### config.mk
export PLATFORM = sky130hd
export DESIGN_NAME = icds_slave
export DESIGN_NICKNAME = d
export VERILOG_FILES = /design/src/hw/icds_slave.v /design/src/hw/icds_sync.v
export VERILOG_INCLUDE_DIRS = /design/src /design/src/hw
export SDC_FILE = /design/constraint.sdc
export NUM_CORES = 1
export LEC_CHECK = 0
export ABC_AREA = 1
export BUFFER_PORTS_ARGS = -buffer_cell sky130_fd_sc_hd__buf_2
export CAP_MARGIN = 40
export CORE_ASPECT_RATIO = 0.5
export CORE_MARGIN = 2
export CORE_UTILIZATION = 52
export CTS_CLUSTER_DIAMETER = 60
export CTS_CLUSTER_SIZE = 40
export DETAILED_ROUTE_END_ITERATION = 6
export HOLD_SLACK_MARGIN = 0.15
export PLACE_DENSITY_LB_ADDON = 0.15
export SYNTH_ARGS = -nofsm -noshare
export SYNTH_HDL_FRONTEND = slang
export SYNTH_SLANG_ARGS = --single-unit
### constraint.sdc
create_clock -name i_mclk -period 1.5 [get_ports i_mclk]
set_clock_uncertainty 0.1 [all_clocks]
set_input_delay 0.15 -clock i_mclk [delete_from_list [all_inputs] [get_ports i_mclk]]
set_output_delay 0.15 -clock i_mclk [all_outputs]
set_load 0.02 [all_outputs]
### src/hw/icds_regs.vh
`ifndef ICDS_REGS_VH
`define ICDS_REGS_VH

// ==========================================================================
// Slave address and register map
// ==========================================================================
`define ICDS_SLAVE_BASE      7'h48
`define ICDS_REG_CH0         8'hF8
`define ICDS_REG_CH1         8'hF9
`define ICDS_REG_CH2         8'hFA
`define ICDS_REG_CH3         8'hFB
`define ICDS_REG_RESET       8'h00
`define ICDS_DIR_BIT         7
`define ICDS_MAG_MSB         6
`define ICDS_MAG_FULL        7'h7F
`define ICDS_ADDR_RW_BIT     0
`define ICDS_BIT_LAST        3'h7

`endif

### src/hw/icds_slave.v
// Function
// Answer slave address 90h/92h/94h/96h selected by the two straps.
// Channel registers live at memory addresses F8h through FBh.
// Bit 7 is direction: 0 sink, 1 source; resets to 0.
// Bits 6..0 are magnitude; zero magnitude gives zero current.
// Output magnitude is code/127 of full scale, direction from bit 7.
// SDA falling while SCL high is detected as START.
// SDA rising while SCL high is detected as STOP.
// Repeated START is accepted like a normal START.
// Incoming bits sampled on rising SCL; SDA changes only while SCL low.
// Read data bits are driven at the preceding falling SCL edge.
// Master makes all SCL pulses and releases SDA for slave bits.
// Ninth bit acknowledges; slave acks writes, master acks reads.
// Master NACK ends a read; slave then releases SDA.
// Bus is idle with SDA and SCL high between STOP and START.
// Bytes go MSB first; address byte holds 7-bit address and R/W bit.
// On address mismatch ignore the bus until the next START.
// Write: address byte, memory address, one data byte, STOP.
// Read: address byte with read flag, one data byte, NACK, STOP.
// A read returns the register at the last written memory address.
// Writes outside F8h..FBh are acknowledged but change nothing.
`timescale 1ns/1ps
`default_nettype none
`include "icds_regs.vh"

module icds_slave (
   input  wire       i_mclk,
   input  wire       i_srst,
   input  wire       i_scl,
   input  wire       i_sda,
   output reg        o_sda_out,
   output reg        o_sda_oe,
   input  wire       i_low_address_strap,
   input  wire       i_high_address_strap,
   output reg  [7:0] o_ch0_setting,
   output reg  [7:0] o_ch1_setting,
   output reg  [7:0] o_ch2_setting,
   output reg  [7:0] o_ch3_setting,
   output reg        o_bus_idle
);
   // ==========================================================================
   // States
   // ==========================================================================
   localparam ST_IDLE = 6'h01;
   localparam ST_ADDR = 6'h02;
   localparam ST_MEMA = 6'h04;
   localparam ST_DATA = 6'h08;
   localparam ST_READ = 6'h10;
   localparam ST_IGN  = 6'h20;

   wire [3:0] sync_w;
   reg        scl_q_r;
   reg        sda_q_r;
   reg  [5:0] state_r;
   reg  [2:0] bit_r;
   reg        ack_phase_r;
   reg  [7:0] shift_r;
   reg  [7:0] mem_addr_r;
   reg  [7:0] tx_r;
   reg  [1:0] strap_r;
   reg        drive_ack_r;

   // Straps are static pins, so they go through the same synchroniser.
   icds_sync #(.WIDTH(4)) u_sync (
      .i_mclk  (i_mclk),
      .i_srst  (i_srst),
      .i_async ({i_scl, i_sda, i_high_address_strap, i_low_address_strap}),
      .o_sync  (sync_w)
   );

   // The edge flops sit behind the synchroniser, so START and STOP show up
   // about three clocks after the pins move; each SCL phase must be longer.
   wire scl_s = sync_w[3];
   wire sda_s = sync_w[2];
   wire scl_rise = scl_s & ~scl_q_r;
   wire scl_fall = ~scl_s & scl_q_r;
   wire start_det = scl_s & scl_q_r & sda_q_r & ~sda_s;
   wire stop_det  = scl_s & scl_q_r & ~sda_q_r & sda_s;
   wire [7:0] rx_byte = {shift_r[6:0], sda_s};

   // ==========================================================================
   // Register map decode
   // ==========================================================================
   // One-hot channel select shared by the read mux and the write strobes.
   // An unmapped address selects nothing, so both paths drop it alike.
   function [3:0] reg_hit;
      input [7:0] addr;
      begin
         if (addr == `ICDS_REG_CH0)
            reg_hit = 4'h1;
         else if (addr == `ICDS_REG_CH1)
            reg_hit = 4'h2;
         else if (addr == `ICDS_REG_CH2)
            reg_hit = 4'h4;
         else if (addr == `ICDS_REG_CH3)
            reg_hit = 4'h8;
         else
            reg_hit = 4'h0;
      end
   endfunction

   function [7:0] reg_sel;
      input [7:0] addr;
      reg   [3:0] hit;
      begin
         hit = reg_hit(addr);
         if (hit[0])
            reg_sel = o_ch0_setting;
         else if (hit[1])
            reg_sel = o_ch1_setting;
         else if (hit[2])
            reg_sel = o_ch2_setting;
         else if (hit[3])
            reg_sel = o_ch3_setting;
         else
            reg_sel = `ICDS_REG_RESET;
      end
   endfunction

   wire [3:0] wr_hit_w = reg_hit(mem_addr_r);

   // ==========================================================================
   // Protocol engine
   // ==========================================================================
   always @(posedge i_mclk) begin
      if (i_srst) begin
         scl_q_r       <= 1'b1;
         sda_q_r       <= 1'b1;
         state_r       <= ST_IDLE;
         bit_r         <= 3'h0;
         ack_phase_r   <= 1'b0;
         shift_r       <= 8'h00;
         mem_addr_r    <= 8'h00;
         tx_r          <= 8'h00;
         strap_r       <= 2'b00;
         drive_ack_r   <= 1'b0;
         o_sda_out     <= 1'b0;
         o_sda_oe      <= 1'b0;
         o_bus_idle    <= 1'b1;
         o_ch0_setting <= `ICDS_REG_RESET;
         o_ch1_setting <= `ICDS_REG_RESET;
         o_ch2_setting <= `ICDS_REG_RESET;
         o_ch3_setting <= `ICDS_REG_RESET;
      end else begin
         scl_q_r <= scl_s;
         sda_q_r <= sda_s;
         strap_r <= sync_w[1:0];
         if (start_det) begin
            state_r     <= ST_ADDR;
            bit_r       <= 3'h0;
            ack_phase_r <= 1'b0;
            o_sda_oe    <= 1'b0;
            o_bus_idle  <= 1'b0;
         end else if (stop_det) begin
            state_r    <= ST_IDLE;
            o_sda_oe   <= 1'b0;
            o_bus_idle <= 1'b1;
         end else if (scl_rise && !ack_phase_r) begin
            shift_r <= rx_byte;
            if (bit_r == `ICDS_BIT_LAST)
               ack_phase_r <= 1'b1;
            bit_r <= bit_r + 3'h1;
         end else if (scl_rise && ack_phase_r) begin
            if (state_r == ST_READ && sda_s)
               state_r <= ST_IGN;
         end else if (scl_fall && ack_phase_r && !drive_ack_r && bit_r == 3'h0) begin
            // End of the eighth bit: decide the ninth.
            drive_ack_r <= 1'b1;
            case (state_r)
               ST_ADDR: begin
                  if (shift_r[7:1] == (`ICDS_SLAVE_BASE | {5'h00, strap_r})) begin
                     o_sda_oe  <= 1'b1;
                     o_sda_out <= 1'b0;
                     state_r   <= shift_r[`ICDS_ADDR_RW_BIT] ? ST_READ : ST_MEMA;
                     tx_r      <= reg_sel(mem_addr_r);
                  end else begin
                     state_r   <= ST_IGN;
                  end
               end
               ST_MEMA: begin
                  o_sda_oe   <= 1'b1;
                  o_sda_out  <= 1'b0;
                  // The pointer outlives STOP, so a later read frame returns this register.
                  mem_addr_r <= shift_r;
                  state_r    <= ST_DATA;
               end
               ST_DATA: begin
                  o_sda_oe  <= 1'b1;
                  o_sda_out <= 1'b0;
                  // Unmapped addresses hit nothing, yet the byte is still acknowledged.
                  if (wr_hit_w[0])
                     o_ch0_setting <= shift_r;
                  if (wr_hit_w[1])
                     o_ch1_setting <= shift_r;
                  if (wr_hit_w[2])
                     o_ch2_setting <= shift_r;
                  if (wr_hit_w[3])
                     o_ch3_setting <= shift_r;
               end
               ST_READ: begin
                  // Master acks this byte; slave leaves SDA free.
                  o_sda_oe <= 1'b0;
               end
               default: begin
                  o_sda_oe <= 1'b0;
               end
            endcase
         end else if (scl_fall && ack_phase_r && drive_ack_r) begin
            // End of the ninth bit.
            drive_ack_r <= 1'b0;
            ack_phase_r <= 1'b0;
            if (state_r == ST_READ) begin
               o_sda_oe  <= 1'b1;
               o_sda_out <= tx_r[7];
               tx_r      <= {tx_r[6:0], 1'b0};
            end else begin
               o_sda_oe  <= 1'b0;
            end
         end else if (scl_fall && !ack_phase_r && state_r == ST_READ && bit_r != 3'h0) begin
            o_sda_out <= tx_r[7];
            tx_r      <= {tx_r[6:0], 1'b0};
         end else if (scl_fall && ack_phase_r && state_r == ST_READ) begin
            o_sda_oe <= 1'b0;
         end
      end
   end
endmodule // icds_slave

`default_nettype wire

### src/hw/icds_sync.v
`timescale 1ns/1ps
`default_nettype none

// ==========================================================================
// Two-flop synchroniser for a group of asynchronous levels
// ==========================================================================
module icds_sync #(
   parameter WIDTH = 2
) (
   input  wire             i_mclk,
   input  wire             i_srst,
   input  wire [WIDTH-1:0] i_async,
   output reg  [WIDTH-1:0] o_sync
);
   reg [WIDTH-1:0] meta_r;

   always @(posedge i_mclk) begin
      if (i_srst) begin
         meta_r <= {WIDTH{1'b1}};
         o_sync <= {WIDTH{1'b1}};
      end else begin
         meta_r <= i_async;
         o_sync <= meta_r;
      end
   end
endmodule // icds_sync

`default_nettype wire

==> impl_results.md <==
* CP Launch Type: register
* Slew Viols, Final at 0
* Max-Cap Viols at 0
* Via count at 3582
* Synth warnings at 0
* Multi-input logic area at 1930 sq um
* Gpl congestion at 0.943
* Relative slew slack at 67.6%
* Post-layout nets at 584
* Maximum number of pins on one net before global-route repair at 58
* Min setup slack post-route at -0.226 ns
* Routed Antenna Nets at 0
* Post-DP HPWL at 6.17 mm
* Non-filler instance count after layout at 672
* Avg Cell Area, Syn at 7.78 sq um
* Mapped cell area at 3650 sq um
* Top-count cell post-synth: dfxtp_1
* Inst Count DP at 624
* Cell Area, Placed at 4210 sq um
* Final period util at 115%
* Top cells by area, synth: dfxtp_1 45%, o21ai_0 8.1%, a21oi_1 7.7%
* Number of synthesized flops with an enable pin at 0
* Register area share after synthesis at 45.0%
* PwrDens at 941 nW/um^2
* LEAKAGE at 2.22 nW
* Syn nets at 478
* Hold/Removal Path Class: register to register
* Synth top area share at 45.0%
* Number of library cell types mapped by synthesis at 33
* DR WL/cell at 15.6 um
* Crit path time final at 1.73 ns
* Cells after Synth at 469
* CTS max path bufs at 2
* Ys flop type: dfxtp_1
* Initial Util at 54.2%
* Failing checks: setup timing
* Vias per cell at 5.33
* Buffers on Ports at 40
* Switching part of the total at 22.0%
* Core area at 6730 sq um
* Final TNS setup at -8.02 ns
* Die area at 7740 sq um
* Area leader, netlist: dfxtp_1
* Combinational share of power at 5.0%
* Initial antenna violation count at 0
* CTS tree: built
* Net Sw Power at 1.04 mW
* Setup violations, final at 56
* Critical path's largest stage delay at 0.32 ns
* Clock slew at reported path FFs at 0.06 ns
* Post-synthesis async set-or-reset flop share at 0%
* First-pass GRT wire length at 16.0 mm
* Gr ovfl total at 0
* Area added between synthesis and finish at 37.9%
* Max FO, Critical Path at 7
* Final hold slack at 0.314 ns
* Clock share of power at 48.0%
* CTS Buf Count at 9
* Reg area at 1650 sq um
* Outcome: finished with violations
* Crit Path Category: register to register
* RSZ-0062 raised after global routing: true
* H-tree depth at 3
* Fmax at 579 MHz
* Vias in the first global route at 3275
* Internal power at 3.69 mW
* Critical Path RT at 1.63 ns
* Boundary Pins at 41
* Critical Path, Cell by Cell: inv_2 > ha_4 > inv_2 > nor2_4 > nand2_4 > nor2_8 > nand2_8 > nor2_4 > buf_12 > buf_8 > buf_4 > a21oi_1
* Finished layout cell area at 5030 sq um
* Post-route DRC at 0
* Slowest cell on crit path: dfxtp_2
* CTS root buf: clkbuf_16
* Least-Margin Pin Slew at 0.486 ns
* Sequential cell fraction of total power at 47.0%
* Total Power at 4.73 mW
* VDD IR-drop max at 0.768 mV
* Final wirelength at 10.5 mm
* Clock Latency Late Sink at 0.34 ns
* First-pass DRT Iterations at 5
* Worst Setup End Kind: register
* GR Util All Layers at 26.8%
* Die width at 122 um
* Antenna cells at 0
* Top post-synthesis cells by count: 82 x dfxtp_1, 68 x nand2_1, 59 x o21ai_0
* Rows at 21
* Fillers at 536
* Final Hold Fails at 0
* Die Y at 63.2 um
* CP arrival at 1.86 ns
* Starting DRT DRC Count at 227
* Layout cells sized above 1 at 34.1%
* Post-synthesis register bit count at 82
* Clk sinks at 82
[final cells by class]
| cell class | instances | share of cell area (%) |
|---|---|---|
| clock buffers | 13 | 5.17 |
| inverters | 43 | 3.36 |
| repair buffers | 107 | 17.0 |
| repair inverters | 1 | 0.149 |
| clock inverters | 3 | 0.945 |
| well taps | 92 | 2.29 |
| flip-flops and latches | 82 | 32.8 |
| multi-input cells | 331 | 38.4 |
[state kept, by name, summed over array words and instances (netlist names)]
register,flops
ack_phase_r,1
bit_r,3
drive_ack_r,1
mem_addr_r,8
o_bus_idle,1
o_ch0_setting,8
o_ch1_setting,8
o_ch2_setting,8
o_ch3_setting,8
o_sda_oe,1
o_sda_out,1
scl_q_r,1
sda_q_r,1
shift_r,8
state_r,6
strap_r,2
tx_r,8
u_sync.meta_r,4
u_sync.o_sync,4
[cell usage in the layout (no fill, tap or decap), types with 6 or more instances in the layout]
| master | count |
|---|---|
| dfxtp_1 | 77 |
| o21ai_0 | 53 |
| buf_6 | 8 |
| nand3_1 | 29 |
| buf_2 | 40 |
| inv_2 | 6 |
| o21ai_1 | 6 |
| nor2_4 | 10 |
| or2_2 | 8 |
| clkbuf_16 | 10 |
| a21oi_1 | 48 |
| o21ai_2 | 6 |
| nor2_1 | 44 |
| nor2_2 | 8 |
| nand2_1 | 62 |
| a21oi_2 | 11 |
| buf_12 | 6 |
| inv_1 | 35 |
| buf_4 | 45 |
[power groups by stage]
stage	Combinational, mW	Clock (mW)	Sequential (mW)
after floorplan	0.115	0	2.27
after CTS	0.213	2.28	2.22
final	0.235	2.27	2.22
after global routing	0.257	2.36	2.23
after global placement	0.188	0	2.27
after detailed placement	0.192	0	2.27
[cell families (layout without fill, tap and decap cells)]
group           after synthesis  count (layout)  share of synthesized area [%]
flops                        82              82                           45.0
fa+ha+maj                     3               3                           1.03
compound gates              136             136                           20.3
simple gates                186             192                           25.5
buf+inv                      62             167                           8.23
[layer usage]
layer	share of wire (%)	track usage [%]	vias to the layer above
li1	-	-	1793
met5	0	0	-
met3	5.9	6.25	11
met2	45	42.3	102
met4	1.2	7.18	0
met1	47	37.0	1676
[critical path: cells and delay by family (launching register included)]
kind                       cells  cell delay (ns)
AOI/OAI and AO/OA              1             0.05
adders and majority gates      1             0.13
buffers and inverters          5             0.44
DFF                            1             0.32
and+or+nand+nor                5             0.57
[stage by stage]
step	util [%]	setup slack [ns]
after floorplan	-	-0.0696
after global placement	62.5	-0.202
after detailed placement	62.5	-0.230
after CTS	69.6	-0.164
after global routing	74.8	-0.342
final	74.8	-0.226
[final timing paths]
kind              slack (ns)                       endpoint  cells past startpoint                         from
hold / removal          0.31          strap_r[1]$_SDFF_PP0_                      2  u_sync.o_sync[1]$_SDFF_PP1_
setup reg to reg       -0.23  o_ch1_setting[4]$_SDFFE_PP0P_                     12        bit_r[0]$_SDFFE_PP0P_
hold reg to reg         0.31          strap_r[1]$_SDFF_PP0_                      2  u_sync.o_sync[1]$_SDFF_PP1_
setup / recovery       -0.23  o_ch1_setting[4]$_SDFFE_PP0P_                     12        bit_r[0]$_SDFFE_PP0P_
[what timing repair did]
action / 4_1_cts / 5_1_grt
endpoints found under the setup margin: 63 / 66
hold buffers: 5 / 0
resized for setup: 18 / 50
pin swaps: 5 / 16
endpoints found under the hold margin: 10 / 0
buffers inserted: 1 / 17
cloned: 6 / 3
No activity file was read; power rests on OpenSTA's default activity.
